$ cat config.mk
export PLATFORM = sky130hd
export DESIGN_NAME = pch_port_cfg
export DESIGN_NICKNAME = d
export VERILOG_FILES = /design/src/pch_port_cfg.v
export VERILOG_INCLUDE_DIRS = /design/src /design/src/pkg
export SDC_FILE = /design/constraint.sdc
export NUM_CORES = 1
export LEC_CHECK = 0
export BUFFER_PORTS_ARGS = -buffer_cell sky130_fd_sc_hd__buf_4
export CORE_MARGIN = 5
export CORE_UTILIZATION = 45
export CTS_CLUSTER_SIZE = 12
export DETAILED_ROUTE_END_ITERATION = 10
export GPL_TIMING_DRIVEN = 0
export HOLD_SLACK_MARGIN = 0.08
export PLACE_DENSITY_LB_ADDON = 0.2
export SLEW_MARGIN = 20
export SYNTH_ARGS = -nofsm -noshare
export SYNTH_HDL_FRONTEND = slang
export SYNTH_SLANG_ARGS = --single-unit
$ cat constraint.sdc
create_clock -name clock_in -period 9.7 [get_ports clock_in]
set_input_delay 0 -clock clock_in [delete_from_list [all_inputs] [get_ports clock_in]]
set_output_delay 0 -clock clock_in [all_outputs]
set_load 0.005 [all_outputs]
$ cat src/pkg/pch_regs.vh
// register map, message fields and codes of the port configuration handler
`ifndef PCH_REGS_VH
`define PCH_REGS_VH
// ====================================================================
// register byte offsets
`define PCH_REQ0 8'h00
`define PCH_REQ1 8'h04
`define PCH_REQ2 8'h08
`define PCH_REQ3 8'h0C
`define PCH_REQ4 8'h10
`define PCH_CTRL 8'h14
`define PCH_CFG 8'h18
`define PCH_STAT 8'h1C
`define PCH_RADDR 8'h20
`define PCH_ALERT 8'h24
`define PCH_ATAG 8'h28
`define PCH_AADDR 8'h2C
`define PCH_PORT0 8'h30
`define PCH_PORT1 8'h34
// ====================================================================
// control strobe bits
`define PCH_CTRL_GO 0
`define PCH_CTRL_CLR 1
`define PCH_CTRL_AACK 2
`define PCH_CTRL_RACK 3
// ====================================================================
// message codes and values
`define PCH_CODE_CFG 8'h02
`define PCH_RC_OK 8'h00
`define PCH_RC_INVALID 8'hFF
`define PCH_MODE_KEEP 2'h0
`define PCH_MODE_WRAP 2'h1
`define PCH_MODE_NORMAL 2'h2
`define PCH_MODE_PRIV 2'h3
`define PCH_MODE_RESET 2'h3
`define PCH_NODE_DUAL 2'h0
`define PCH_NODE_SINGLE 2'h1
`define PCH_NODE_SWITCH 2'h2
`define PCH_AL_THR_TYPE 8'h1A
`define PCH_AL_THR_SUB 8'h00
`define PCH_AL_SPD_TYPE 8'h06
`define PCH_AL_SPD_SUB 8'h05
`define PCH_SPEED_SLOW 8'h00
`define PCH_WIN_DEFAULT_MAX 16'h0001
`define PCH_CNT_MAX 8'hFF
`endif

$ cat src/pch_port_cfg.v
// port configuration request handler with an AHB-Lite register slave
// How it works
// - code 02h requests are configuration; every request gets a response
// - keep the request tag per port and use it in later alerts
// - return path becomes address of response and later alerts
// - max quota below base quota: discard, answer invalid field
// - user char enable gates sending and forwarding of user characters
// - dual node: reflect sets mirror; clear only if both ports operational
// - single port and switch nodes ignore the reflect bit
// - mode field: keep, wrap, normal, privileged
// - keep mode with alerts pending: send alerts before the response
// - wrap accepted only via another port, else invalid and unchanged
// - entering wrap makes the port not operational
// - wrap port asked privileged via other port leaves wrap, starts link
// - wrap port asked normal via other port stays wrap, invalid field
// - one alarm alert when recovery count equals nonzero threshold
// - clear count request zeroes recovery count and rearms the alarm
// - speed bits: none keeps, slow only, fast only, both allowed
// - a single allowed rate makes the port act single speed
// - window 0 or 1 is default link, larger is extended, size+1 buffers
// - newest accepted request overwrites stored parameters; keep codes leave speed bits and mode as they were
// - dual rate port running slow raises alert after the response
// - slow speed alert is type 06h subtype 05h, speed as info
//
// The AHB-Lite slave port and the register addresses are this design's own decisions.
`timescale 1ns/1ps
`include "pch_regs.vh"
module pch_port_cfg (
   input wire clock_in,
   input wire rst_b_in,
   input wire hsel_in,
   input wire [31:0] haddr_in,
   input wire [1:0] htrans_in,
   input wire hwrite_in,
   input wire [2:0] hsize_in,
   input wire [31:0] hwdata_in,
   input wire hready_in,
   output wire [31:0] hrdata_out,
   output wire hreadyout_out,
   output wire hresp_out,
   input wire [1:0] link_recovery_event_in,
   input wire [1:0] link_up_in,
   input wire [1:0] slow_speed_in,
   output wire [3:0] port_mode_out,
   output wire [1:0] port_operational_out,
   output wire [1:0] user_char_enable_out,
   output wire [1:0] allow_fast_rate_out,
   output wire [1:0] allow_slow_rate_out,
   output wire [1:0] single_speed_out,
   output wire [1:0] extended_window_out,
   output wire [33:0] window_buffers_out,
   output wire [15:0] quota_out,
   output wire [1:0] begin_comm_out,
   output wire mirror_flag_out
);
   localparam ST_IDLE = 2'h0;
   localparam ST_EXEC = 2'h1;
   localparam ST_HOLD = 2'h2;
   integer i, j;
   // ==================================================================
   // bus slave
   reg aw_q;
   reg [7:0] ad_q;
   reg [31:0] hrdata_q;
   reg [31:0] rd_d;
   reg [31:0] req0_q, req1_q, req2_q, req3_q, req4_q;
   reg [1:0] node_type_q;
   reg dual_rate_q;
   wire addr_ok = hsel_in & htrans_in[1] & hready_in;
   wire wr_ctrl = aw_q & (ad_q == `PCH_CTRL);
   wire go_s = wr_ctrl & hwdata_in[`PCH_CTRL_GO];
   wire clr_s = wr_ctrl & hwdata_in[`PCH_CTRL_CLR];
   wire aack_s = wr_ctrl & hwdata_in[`PCH_CTRL_AACK];
   wire rack_s = wr_ctrl & hwdata_in[`PCH_CTRL_RACK];
   wire [7:0] clr_port = hwdata_in[15:8];
   wire [7:0] via_port = hwdata_in[23:16];
   // zero wait states, always OKAY; unmapped reads give zero
   assign hreadyout_out = 1'b1;
   assign hresp_out = 1'b0;
   assign hrdata_out = hrdata_q;
   always @(posedge clock_in) begin
      if (!rst_b_in) begin
         aw_q <= 1'b0;
         ad_q <= 8'h00;
         hrdata_q <= 32'h0000_0000;
      end else begin
         aw_q <= addr_ok & hwrite_in;
         if (addr_ok) begin
            ad_q <= haddr_in[7:0];
         end
         if (addr_ok & ~hwrite_in) begin
            hrdata_q <= rd_d;
         end
      end
   end
   // request and configuration words written in the data phase
   always @(posedge clock_in) begin
      if (!rst_b_in) begin
         req0_q <= 32'h0000_0000;
         req1_q <= 32'h0000_0000;
         req2_q <= 32'h0000_0000;
         req3_q <= 32'h0000_0000;
         req4_q <= 32'h0000_0000;
         node_type_q <= `PCH_NODE_DUAL;
         dual_rate_q <= 1'b1;
      end else if (aw_q) begin
         case (ad_q)
            `PCH_REQ0: req0_q <= hwdata_in;
            `PCH_REQ1: req1_q <= hwdata_in;
            `PCH_REQ2: req2_q <= hwdata_in;
            `PCH_REQ3: req3_q <= hwdata_in;
            `PCH_REQ4: req4_q <= hwdata_in;
            `PCH_CFG: begin
               node_type_q <= hwdata_in[1:0];
               dual_rate_q <= hwdata_in[2];
            end
            default: ;
         endcase
      end
   end
   // ==================================================================
   // request fields
   wire [7:0] q_code = req0_q[31:24];
   wire [7:0] q_port = req0_q[23:16];
   wire [15:0] q_tag = req0_q[15:0];
   wire [7:0] q_aq = req2_q[23:16];
   wire [7:0] q_bq = req2_q[15:8];
   wire q_uce = req2_q[7];
   wire q_refl = req2_q[6];
   wire [1:0] q_mode = req2_q[5:4];
   wire [7:0] q_thr = req3_q[23:16];
   wire [1:0] q_neg = req3_q[1:0];
   wire [15:0] q_win = req4_q[31:16];
   wire pi = q_port[0];
   // ==================================================================
   // pin synchronisers; edge detectors compare the second and third stages
   reg [1:0] ev1_q, ev2_q, ev3_q, up1_q, up2_q, up3_q, sl1_q, sl2_q;
   always @(posedge clock_in) begin
      if (!rst_b_in) begin
         ev1_q <= 2'h0;
         ev2_q <= 2'h0;
         ev3_q <= 2'h0;
         up1_q <= 2'h0;
         up2_q <= 2'h0;
         up3_q <= 2'h0;
         sl1_q <= 2'h0;
         sl2_q <= 2'h0;
      end else begin
         ev1_q <= link_recovery_event_in;
         ev2_q <= ev1_q;
         ev3_q <= ev2_q;
         up1_q <= link_up_in;
         up2_q <= up1_q;
         up3_q <= up2_q;
         sl1_q <= slow_speed_in;
         sl2_q <= sl1_q;
      end
   end
   wire [1:0] ev_rise = ev2_q & ~ev3_q;
   wire [1:0] up_rise = up2_q & ~up3_q;
   // ==================================================================
   // per port state and handler machine
   reg [1:0] st_q;
   reg [7:0] via_q;
   reg [1:0] mode_q [0:1];
   reg [15:0] tag_q [0:1];
   reg [31:0] path_q [0:1];
   reg [7:0] aq_q [0:1];
   reg [7:0] bq_q [0:1];
   reg [7:0] thr_q [0:1];
   reg [7:0] cnt_q [0:1];
   reg [15:0] win_q [0:1];
   reg [1:0] oper_q, uce_q, fast_q, slow_q, bc_q;
   reg mirror_q, resp_v_q, resp_fire_q;
   reg [7:0] resp_rc_q;
   reg [15:0] resp_tag_q;
   reg [31:0] resp_addr_q;
   reg [1:0] alarm_q, spd_q;
   wire [1:0] pend = alarm_q | spd_q;
   // reject checks; reserved fields are never looked at
   wire bad = (q_code != `PCH_CODE_CFG) | (q_port > 8'h01)
      | (q_bq < q_aq)
      | ((q_mode == `PCH_MODE_WRAP) & (via_q == q_port))
      | ((q_mode == `PCH_MODE_NORMAL)
         & (mode_q[pi] == `PCH_MODE_WRAP));
   wire hold = ~bad & (q_mode == `PCH_MODE_KEEP) & pend[pi];
   always @(posedge clock_in) begin
      if (!rst_b_in) begin
         st_q <= ST_IDLE;
         via_q <= 8'h00;
         for (j = 0; j < 2; j = j + 1) begin
            mode_q[j] <= `PCH_MODE_RESET;
            tag_q[j] <= 16'h0000;
            path_q[j] <= 32'h0000_0000;
            aq_q[j] <= 8'h01;
            bq_q[j] <= 8'h01;
            thr_q[j] <= 8'h00;
            win_q[j] <= 16'h0000;
         end
         oper_q <= 2'h0;
         uce_q <= 2'h0;
         fast_q <= 2'h3;
         slow_q <= 2'h3;
         bc_q <= 2'h0;
         mirror_q <= 1'b0;
         resp_v_q <= 1'b0;
         resp_fire_q <= 1'b0;
         resp_rc_q <= `PCH_RC_OK;
         resp_tag_q <= 16'h0000;
         resp_addr_q <= 32'h0000_0000;
      end else begin
         bc_q <= 2'h0;
         resp_fire_q <= 1'b0;
         oper_q <= oper_q | up_rise;
         if (rack_s) begin
            resp_v_q <= 1'b0;
         end
         case (st_q)
            ST_IDLE: begin
               if (go_s) begin
                  via_q <= via_port;
                  st_q <= ST_EXEC;
               end
            end
            ST_EXEC, ST_HOLD: begin
               if (hold) begin
                  st_q <= ST_HOLD;
               end else begin
                  st_q <= ST_IDLE;
                  // every request answered, tag echoed
                  resp_v_q <= 1'b1;
                  resp_fire_q <= ~bad;
                  resp_tag_q <= q_tag;
                  resp_addr_q <= req1_q;
                  resp_rc_q <= bad ? `PCH_RC_INVALID : `PCH_RC_OK;
                  if (!bad) begin
                     // newest request replaces the old set; keep codes leave speed bits and mode
                     tag_q[pi] <= q_tag;
                     path_q[pi] <= req1_q;
                     aq_q[pi] <= q_aq;
                     bq_q[pi] <= q_bq;
                     thr_q[pi] <= q_thr;
                     win_q[pi] <= q_win;
                     uce_q[pi] <= q_uce;
                     if (q_neg != 2'h0) begin
                        fast_q[pi] <= q_neg[1];
                        slow_q[pi] <= q_neg[0];
                     end
                     if (node_type_q == `PCH_NODE_DUAL) begin
                        if (q_refl) begin
                           mirror_q <= 1'b1;
                        end else if (&oper_q) begin
                           mirror_q <= 1'b0;
                        end
                     end
                     case (q_mode)
                        `PCH_MODE_WRAP: begin
                           mode_q[pi] <= `PCH_MODE_WRAP;
                           oper_q[pi] <= 1'b0;
                        end
                        `PCH_MODE_NORMAL: mode_q[pi] <= `PCH_MODE_NORMAL;
                        `PCH_MODE_PRIV: begin
                           mode_q[pi] <= `PCH_MODE_PRIV;
                           if (mode_q[pi] == `PCH_MODE_WRAP
                              && via_q != q_port) begin
                              bc_q[pi] <= 1'b1;
                           end
                        end
                        default: ;
                     endcase
                  end
               end
            end
            default: st_q <= ST_IDLE;
         endcase
      end
   end
   // ==================================================================
   // recovery counters and alert flags; a flag set beats a same cycle acknowledge, a count clear beats an event
   wire [1:0] apick;
   assign apick[0] = pend[0];
   assign apick[1] = ~pend[0] & pend[1];
   wire a_thr = alarm_q[0] | (~pend[0] & alarm_q[1]);
   wire a_port = ~pend[0];
   always @(posedge clock_in) begin
      if (!rst_b_in) begin
         alarm_q <= 2'h0;
         spd_q <= 2'h0;
         for (i = 0; i < 2; i = i + 1) begin
            cnt_q[i] <= 8'h00;
         end
      end else begin
         for (i = 0; i < 2; i = i + 1) begin
            if (clr_s && clr_port == i) begin
               cnt_q[i] <= 8'h00;
            end else if (ev_rise[i] && cnt_q[i] != `PCH_CNT_MAX) begin
               cnt_q[i] <= cnt_q[i] + 8'h01;
            end
            // only the step that lands on the threshold fires
            if (ev_rise[i] && !(clr_s && clr_port == i)
               && thr_q[i] != 8'h00 && cnt_q[i] + 8'h01 == thr_q[i]
               && cnt_q[i] != `PCH_CNT_MAX) begin
               alarm_q[i] <= 1'b1;
            end else if (aack_s && apick[i] && a_thr) begin
               alarm_q[i] <= 1'b0;
            end
            // raised after the response of an accepted request
            if (resp_fire_q && pi == i && dual_rate_q && sl2_q[i]) begin
               spd_q[i] <= 1'b1;
            end else if (aack_s && apick[i] && !a_thr) begin
               spd_q[i] <= 1'b0;
            end
         end
      end
   end
   // ==================================================================
   // read mux; alert shows tag and path of the port it belongs to
   always @* begin
      rd_d = 32'h0000_0000;
      case (haddr_in[7:0])
         `PCH_REQ0: rd_d = req0_q;
         `PCH_REQ1: rd_d = req1_q;
         `PCH_REQ2: rd_d = req2_q;
         `PCH_REQ3: rd_d = req3_q;
         `PCH_REQ4: rd_d = req4_q;
         `PCH_CFG: rd_d = {29'h0, dual_rate_q, node_type_q};
         `PCH_STAT: rd_d = {resp_tag_q, resp_rc_q, 5'h00, mirror_q,
            (st_q != ST_IDLE), resp_v_q};
         `PCH_RADDR: rd_d = resp_addr_q;
         `PCH_ALERT: begin
            if (a_thr) begin
               rd_d = {8'h00, `PCH_AL_THR_TYPE, `PCH_AL_THR_SUB,
                  6'h00, a_port, |pend};
            end else if (|pend) begin
               rd_d = {`PCH_SPEED_SLOW, `PCH_AL_SPD_TYPE,
                  `PCH_AL_SPD_SUB, 6'h00, a_port, |pend};
            end
         end
         `PCH_ATAG: rd_d = {16'h0000, tag_q[a_port]};
         `PCH_AADDR: rd_d = path_q[a_port];
         `PCH_PORT0: rd_d = {16'h0000, cnt_q[0], 2'h0, fast_q[0],
            slow_q[0], uce_q[0], oper_q[0], mode_q[0]};
         `PCH_PORT1: rd_d = {16'h0000, cnt_q[1], 2'h0, fast_q[1],
            slow_q[1], uce_q[1], oper_q[1], mode_q[1]};
         default: rd_d = 32'h0000_0000;
      endcase
   end
   // ==================================================================
   // port controls toward the link logic
   assign port_mode_out = {mode_q[1], mode_q[0]};
   assign port_operational_out = oper_q;
   assign user_char_enable_out = uce_q;
   assign allow_fast_rate_out = fast_q;
   assign allow_slow_rate_out = slow_q;
   assign single_speed_out = fast_q ^ slow_q;
   assign extended_window_out = {win_q[1] > `PCH_WIN_DEFAULT_MAX,
      win_q[0] > `PCH_WIN_DEFAULT_MAX};
   // buffer count is one more than the window field
   assign window_buffers_out = {{1'b0, win_q[1]} + 17'h00001,
      {1'b0, win_q[0]} + 17'h00001};
   // quotas of the port named in the current request word, base then maximum
   assign quota_out = {aq_q[pi], bq_q[pi]};
   assign begin_comm_out = bc_q;
   assign mirror_flag_out = mirror_q;
endmodule // pch_port_cfg

Word-level counts from Yosys, hierarchy flattened

Memories as Yosys holds them, arrays and structs flattened. A register that Yosys moved wholly into a read port is not among the register bits.
Index checks and enable logic that the tools add are counted.

Input bits: 80
Flip-flop bits (word level): 303
Memories kept: 8
Bits in writable memories: 196
Logic and storage cells: 299
Output and inout bits: 103

Reductions and logical operators: 67
Mux-type cells: 102
Add/subtract/negate cells: 4
Bitwise gates (word level): 44
Magnitude comparators: 6
Equal/unequal tests: 33

Memory list:

| memory      | depth | width | rd ports | clocked after Yosys merged registers in | write ports | line               | RTL |
|---|---|---|---|---|---|---|---|
| path_q      | 2     | 32    | 1        | 0                                       | 2           | pch_port_cfg.v:167 | `reg [31:0] path_q [0:1];` |
| tag_q       | 2     | 16    | 1        | 0                                       | 2           | pch_port_cfg.v:166 | `reg [15:0] tag_q [0:1];` |
| win_q       | 2     | 16    | 2        | 0                                       | 2           | pch_port_cfg.v:172 | `reg [15:0] win_q [0:1];` |
| aq_q        | 2     | 8     | 1        | 1                                       | 2           | pch_port_cfg.v:168 | `reg [7:0] aq_q [0:1];` |
| bq_q        | 2     | 8     | 1        | 1                                       | 2           | pch_port_cfg.v:169 | `reg [7:0] bq_q [0:1];` |
| cnt_q       | 2     | 8     | 2        | 0                                       | 2           | pch_port_cfg.v:171 | `reg [7:0] cnt_q [0:1];` |
| +2 memories | n/a   | n/a   | n/a      | n/a                                     | n/a         | n/a                |  |

Operators by type and width:

| cell                                                           | count |
|---|---|
| one-hot mux 32 bit (13 select lines)                           | 1 |
| two-way mux 1 bit                                              | 74 |
| two-way mux 8 bit                                              | 8 |
| == test 8 x 5 -> 1 bit, second input constant                  | 6 |
| == test 8 x 6 -> 1 bit, second input constant                  | 6 |
| adder 16 x 1 -> 17 bit, second input constant                  | 2 |
| == test 8 x 4 -> 1 bit, second input constant                  | 4 |
| greater-than comparator 16 x 1 -> 1 bit, second input constant | 2 |
| two-way mux 16 bit                                             | 2 |
| two-way mux 32 bit                                             | 1 |
| OR reduction 16 bit                                            | 2 |
| OR reduction 32 bit                                            | 1 |
| logical AND 1 bit                                              | 26 |
| == test 8 bit                                                  | 3 |
| logical NOT 8 bit                                              | 3 |
| OR reduction 8 bit                                             | 3 |
| two-way mux 21 bit                                             | 1 |
| two-way mux 19 bit                                             | 1 |
| two-way mux 2 bit                                              | 9 |
| AND reduction 2 bit                                            | 9 |
| adder 8 x 1 -> 8 bit, second input constant                    | 2 |
| == test 8 x 3 -> 1 bit, second input constant                  | 2 |
| != test 8 bit, second input constant                           | 2 |
| nonzero test 8 bit                                             | 2 |
| 29 further kinds                                               | 84 |

Depth between registers and ports, before layout

Gate-level depths: netlist of the first run.

Depth after elaboration: 16
Depth in mapped cells: 10
Depth with buffers taken out: 8

Worst setup path after synthesis of the first run

Ideal clock, no wire load.

Path type: register to register
From: reg req2_q[18]
To: mem aq_q[1][0] (enable)
Stages on the path, launching flop included: 9
Data required time: 8,846 ps
Path buffers: 0
Clock period less this slack: 3,976 ps
Arrival: 3,122 ps
Slack: 5,724 ps
Library setup time: 854 ps
Path through: dfxtp_1 inv_1 ha_1 a211oi_1 o21ai_0 a21oi_1 nor3b_4 nand4b_1 nand2_1

RTL lines:

| element                | line               | RTL |
|---|---|---|
| from (decl)            | pch_port_cfg.v:66  | `reg [31:0] req0_q, req1_q, req2_q, req3_q, req4_q;` |
| from (signal assigned) | pch_port_cfg.v:110 | `` `PCH_REQ2: req2_q <= hwdata_in; `` |
| to (decl)              | pch_port_cfg.v:168 |  |

==> results of run 1 <==
==> stage by stage <==
stage	setup WS, ns	hold WS (ns)	power (mW)	instance area (µm²)
6_report	5.87	0.112	4.42	26700
5_1_grt	5.80	0.165	4.52	26700
4_1_cts	5.97	0.0957	4.42	26600
3_5_place_dp	5.96	0.211	2.49	24500
3_3_place_gp	2.97	0.210	2.49	24400
2_1_floorplan	5.72	0.125	2.35	22400
==> state kept, by name, indices dropped and copies added, names as in the netlist, 4 cells and up, named ones only <==
register / flops
req4_q: 32
req2_q: 32
req0_q: 32
resp_addr_q: 32
req1_q: 32
bq_q: 16
resp_tag_q: 16
hrdata_out: 32
thr_q: 16
aq_q: 16
ad_q: 8
win_q: 32
mode_q: 4
tag_q: 32
path_q: 64
via_q: 8
req3_q: 32
cnt_q: 16
==> metal layers <==
layer	wire length [µm]	part of all wire (%)
met5	0	0
met4	7290	7.5
met3	11800	12
met2	40800	42
met1	37000	38
==> synthesized netlist by cell type (4+ instances only) <==
library cell,n
and4_1,4
nand4_1,16
a221oi_1,15
nand2_1,448
nor3b_1,8
dfxtp_1,297
a222oi_1,5
or3_1,4
o22ai_1,20
nor3_1,23
buf_8,4
a22oi_1,37
mux4_2,7
o31ai_1,6
xor2_1,22
mux2i_1,128
mux2_2,23
nor2b_1,9
nor2_1,112
ha_1,17
and2_1,180
or4_1,4
a22o_1,12
buf_1,8
o221ai_1,4
and3_1,17
buf_2,12
clkbuf_1,116
xnor2_1,40
o211ai_1,11
edfxtp_1,196
a211oi_1,14
o21ai_0,62
a21oi_1,225
nand3b_1,5
nor4_1,15
a2111oi_0,7
nand2b_1,8
inv_1,26
nor4b_1,4
nand3_1,46
clkbuf_2,12
and2_2,12
==> layout make-up <==
| type | count | area share, % |
|---|---|---|
| repair buffers | 207 | 6.49 |
| multi-input cells | 1623 | 36.8 |
| clock inverters | 17 | 0.422 |
| plain buffers | 159 | 2.72 |
| inverters | 27 | 0.380 |
| well taps | 664 | 3.11 |
| clock buffers | 81 | 5.71 |
| flip-flops and latches | 493 | 44.4 |
==> cell families (layout without fill, tap and decap cells) <==
family	after synthesis	after routing	synth area share, %
and+or+nand+nor	936	936	20.4
xor gates and xnor gates	62	62	2.42
AOI/OAI and AO/OA	448	448	12.1
adders and majority gates	17	17	0.949
other	2	2	0.0335
muxes	158	158	7.58
buffers and inverters	186	491	3.67
DFF	493	493	52.8
==> how the worst max path moves through the flow <==
stage | start | end | slack (ns) | cells after the start
after floorplan | req2_q[18] | aq_q[1][0] | 5.72 | 8
after CTS | req2_q[21] | path_q[1][20] | 5.97 | 9
after global routing | req2_q[18] | aq_q[1][5] | 5.80 | 9
after global placement | req2_q[10] | aq_q[1][5] | 2.97 | 7
final | req2_q[17] | aq_q[1][5] | 5.87 | 9
after detailed placement | req2_q[21] | aq_q[1][2] | 5.96 | 9
==> report_power, final <==
group	switching [mW]	internal (mW)	total, mW	leakage [nW]
Sequential	0.0263	2.18	2.21	4.39
Clock	0.845	1.10	1.95	0.802
Combinational	0.181	0.0816	0.263	4.82
==> worst reg2reg max path, stage by stage (launching register included) <==
cell	delay, ns
dfxtp_1	0.49
inv_1	0.08
ha_1	0.27
nand2_1	0.04
o21ai_0	0.29
a21oi_2	0.28
nor3b_4	0.51
nand4b_1	0.40
nand2_4	0.72
buf_16	0.35
==> flow_summary.yaml, run 1 <==
worst_setup_path:
  crit_required_ns: 9.98
  r2r_slack_ns: 5.87
  r2r_cells: 9
  cp_num_buf_inv: 2
  crit_family: "simple AND/OR/NAND/NOR gates"
  timing.rr.end: "aq_q[1][5]"
  cp.arrival_ns: 4.11
  path_cells: "inv_1, ha_1, nand2_1, o21ai_0, a21oi_2, nor3b_4, nand4b_1, nand2_4, buf_16"
  critPathMaxFanout: 46
  crit_type: "flop to flop"
  max_stage_delay_ns: 0.72
  crit_path_end_kind: "flop"
  timing.rr.start: "req2_q[17]"
  cp-start-kind: "flop"
  slowest_stage: "nand2_4"
sta:
  tns_ns: 0
  slew_headroom_pct: 9.97
  max_freq_mhz: 261
  hold_violations: 0
  period_share_pct: 39.5
  worst_pin_slew_ns: 1.35
  setup_viol: 0
  drv_slew: 0
  skew_ns: 0.0240
  fin_crit_ns: 3.83
  rsz0062_at_grt: "false"
place:
  gp_congestion: 1.01
  port_buffers: 150
  hpwlAfterDp_mm: 68.8
  dp_cells: 3124
finish:
  multi_input_area_mm2: 0.00981
  n_antenna_cell: 0
  fin_cells: 3271
  fill_cells: 4524
  drive_above_1_share_pct: 12.9
  post-route-util_pct: 54.4
  nNetsFinal: 2660
  area_growth_pct: 19.0
  register_area_mm2: 0.0118
  final_common_cell: "nand2_1"
  final_cell_mix: "nand2_1, dfxtp_1, a21oi_1, edfxtp_1, and2_1"
floorplan:
  start_util_pct: 45.7
  row_count: 81
  die_x_um: 233
  io_pins: 183
  die_area_mm2: 0.0544
  die_y_um: 233
  core_area_mm2: 0.0491
clock_tree:
  cts.sinks: 493
  cts_root_buf: "clkbuf_16"
  post_cts_buffers: 0
  cts_buffers: 52
  postCtsResizedCells: 0
  holdBufCountCts: 48
  worstSkewPairLatency_ns: 0.62
  cts_tree: "built"
  clockBufferDepth: 3
  cts_max_level: 2
  path_clk_slew_ns: 0.06
logic_synthesis:
  synth_enable_flop_cells: 196
  yosysUniqueCellTypes: 79
  synthesis.nets: 2399
  yosys_warnings: 0
  synth_flop_cell: "dfxtp_1"
  netlist_area_mm2: 0.0224
  ys_async_sr_fraction_pct: 0
  syn_inst: 2302
  syn_area_per_cell_um2: 9.73
  synth_top_area_cell: "dfxtp_1"
  yosys-top-cells-area: "dfxtp_1, edfxtp_1, nand2_1"
  synth_seq_cells: 493
  synth_top_area_share_pct: 26.5
  seq_area_frac_synth_pct: 52.8
global_route:
  grt_usage_pct: 34.7
  grt_pass1_vias: 18900
  grt_pass1_wl_mm: 135
  use_met1_pct: 46.3
  grt_max_degree: 47
  grt_overflow: 0
  met2_usage_pct: 51.7
  antenna_found_initial: 3
  grt_util_met3_pct: 7.54
  busiest_layer: "met2"
routing:
  drt-initial-drc-count: 2862
  via_per_inst: 6.12
  ant_nets: 0
  wire_per_inst_um: 29.6
  drc: 0
  firstDrtPassIters: 8
  num_vias: 20000
  routed_wl_mm: 96.8
worst_hold_path:
  hold_path_end: "ad_q[2]"
  hold_class: "primary input to flop"
  hold_start: "hsel_in"
  hold_path_depth: 5
run_status:
  status: "finished clean"
power_and_ir_drop:
  peakVddDrop_v: 0.000111
  leakagePower_nw: 10.0
  p_per_area_mw_per_mm2: 166
job:
  drv_cap: 0
(Power assumes the default switching activity.)
==> run 2, diff against run 1 <==
Clock period 9.7 ns to 3.1 ns, I/O delays scaled along.
==> run 2 against run 1 <==
Effect of this change:
- die area unchanged
- utilization increased by 0.68 points
- largest power group unchanged
- global-route usage increased by 0.42 points
- setup slack got worse by 6.0 ns
- worst hold slack improved by 0.023 ns
- clock skew decreased by 0.0072 ns
- critical endpoint is now hrdata_out[1]
- total power increased to 3.2 times the previous value
- the run now ends with negative setup slack left
==> flow_summary.yaml, run 2 (synthesis gave the netlist of run 1 again) <==
finish:
  final_common_cell: "nand2_1"
  fin_cells: 3284
  regMostFlops: "path_q"
  largest_register_ffs: 64
  n_antenna_cell: 0
  design_area_mm2: 0.0270
  drive_above_1_share_pct: 14.5
  final_cell_mix: "nand2_1, dfxtp_1, a21oi_1, edfxtp_1, and2_1"
  fill_cells: 4431
  nNetsFinal: 2676
  area_growth_pct: 20.5
sta:
  fin_ws_ns: -0.148
  period_share_pct: 105
  hold_violations: 0
  worst_pin_slew_ns: 1.25
  slew_headroom_pct: 16.5
  drv_slew: 0
  rsz0062_at_grt: "false"
  max_freq_mhz: 308
  whs_ns: 0.134
  fin_crit_ns: 3.25
  tns_ns: -0.239
  setup_viol: 3
  skew_ns: 0.0168
place:
  gp_congestion: 0.999
  port_buffers: 150
  post_dp_cell_area_mm2: 0.0245
  hpwlAfterDp_mm: 68.7
  dp_cells: 3122
worst_setup_path:
  critPathMaxFanout: 10
  crit_family: "buffers and inverters"
  cpMostUsedCell: "clkbuf_1"
  cp.arrival_ns: 3.76
  crit_required_ns: 3.61
  crit_path_end_kind: "flop"
  max_stage_delay_ns: 0.69
  cp-start-kind: "primary input"
  cp_num_buf_inv: 4
  path_cells: "buf_4, clkbuf_1, buf_2, nor2b_1, nand2_1, clkbuf_1, o221ai_1, a221oi_1, nor3_1"
  crit_type: "primary input to flop"
  slowest_stage: "clkbuf_1"
floorplan:
  row_count: 81
  start_util_pct: 45.7
  core_area_mm2: 0.0491
  io_pins: 183
  die_y_um: 233
  die_area_mm2: 0.0544
  die_x_um: 233
global_route:
  grt_max_degree: 38
  grt_overflow: 0
  antenna_found_initial: 4
  grt_pass1_wl_mm: 137
  grt_usage_pct: 35.1
  grt_pass1_vias: 19200
clock_tree:
  cts.sinks: 493
  cts_max_level: 2
  cts_buffers: 53
  path_clk_slew_ns: 0.06
  worstSkewPairLatency_ns: 0.62
  cts_tree: "built"
  cts_root_buf: "clkbuf_16"
  clockBufferDepth: 3
routing:
  drc: 0
  drt-initial-drc-count: 2727
  wire_per_inst_um: 29.7
  firstDrtPassIters: 6
  ant_nets: 0
  via_per_inst: 6.15
  routed_wl_mm: 97.5
  num_vias: 20200
run_status:
  status: "complete, but fails checks"
  failed_checks: "negative setup slack"
job:
  drv_cap: 0
power_and_ir_drop:
  fin_total_pwr_mw: 14.0
  peakVddDrop_v: 0.000365
  leakagePower_nw: 10.2
  p_per_area_mw_per_mm2: 519
worst_hold_path:
  hold_class: "primary input to flop"
==> run 2: worst reg2reg max path: cells and delay by family (launching register included) <==
family / cells / cell delay, ns
AO/OA/AOI/OAI: 1 / 0.30
buffers and inverters: 4 / 0.78
flip-flops: 1 / 0.33
AND/OR/NAND/NOR: 5 / 1.50
==> run 2: routing by layer <==
metal  up-vias  part of all wire (%)  global-route usage (%)
met2      1466                    43                    52.5
met4         4                   7.2                    21.3
li1       8656                     -                       -
met3       318                    12                    8.16
met1      9743                    38                    46.5
met5         -                 0.025                       0
==> run 2: where the power goes <==
| group | internal, mW | switching, mW |
|---|---|---|
| sequential | 6.83 | 0.0864 |
| combinational | 0.269 | 0.570 |
| clock | 3.57 | 2.68 |
==> run 2: path summary, 6_finish.rpt <==
path          startpoint       endpoint  slack [ns]  cells past startpoint
min              hsel_in        ad_q[0]        0.13                      5
max reg2reg   req0_q[24]  path_q[1][17]        0.06                     10
max          haddr_in[3]  hrdata_out[1]       -0.15                      9
min reg2reg     ev1_q[0]       ev2_q[0]        0.43                      1
==> run 2: repair_timing <==
| action | CTS | global route |
|---|---|---|
| gates cloned | 3 | 0 |
| pin swaps | 3 | 4 |
| endpoints found under the setup margin | 335 | 270 |
| hold buffers | 49 | 0 |
| buffers inserted | 10 | 5 |
| gates resized for setup | 17 | 30 |
| endpoints found under the hold margin | 198 | 0 |
==> run 2: layout make-up <==
cell class | count | area [µm²] | share of cell area, %
Tap cell | 664 | 831 | 3.08
Inverter | 27 | 101 | 0.375
Multi-Input combinational cell | 1624 | 9890 | 36.6
Buffer | 158 | 748 | 2.77
Clock inverter | 16 | 97.6 | 0.361
Sequential cell | 493 | 11800 | 43.8
Timing Repair Buffer | 222 | 1920 | 7.10
Clock buffer | 80 | 1580 | 5.85
==> run 2: stage by stage <==
step | setup slack, ns | utilization [%]
5_1_grt | 0.0194 | 55.1
6_report | -0.148 | 55.1
3_5_place_dp | -0.577 | 50.0
3_3_place_gp | -2.00 | 49.7
4_1_cts | 0.00369 | 54.9
2_1_floorplan | 0.0108 | -
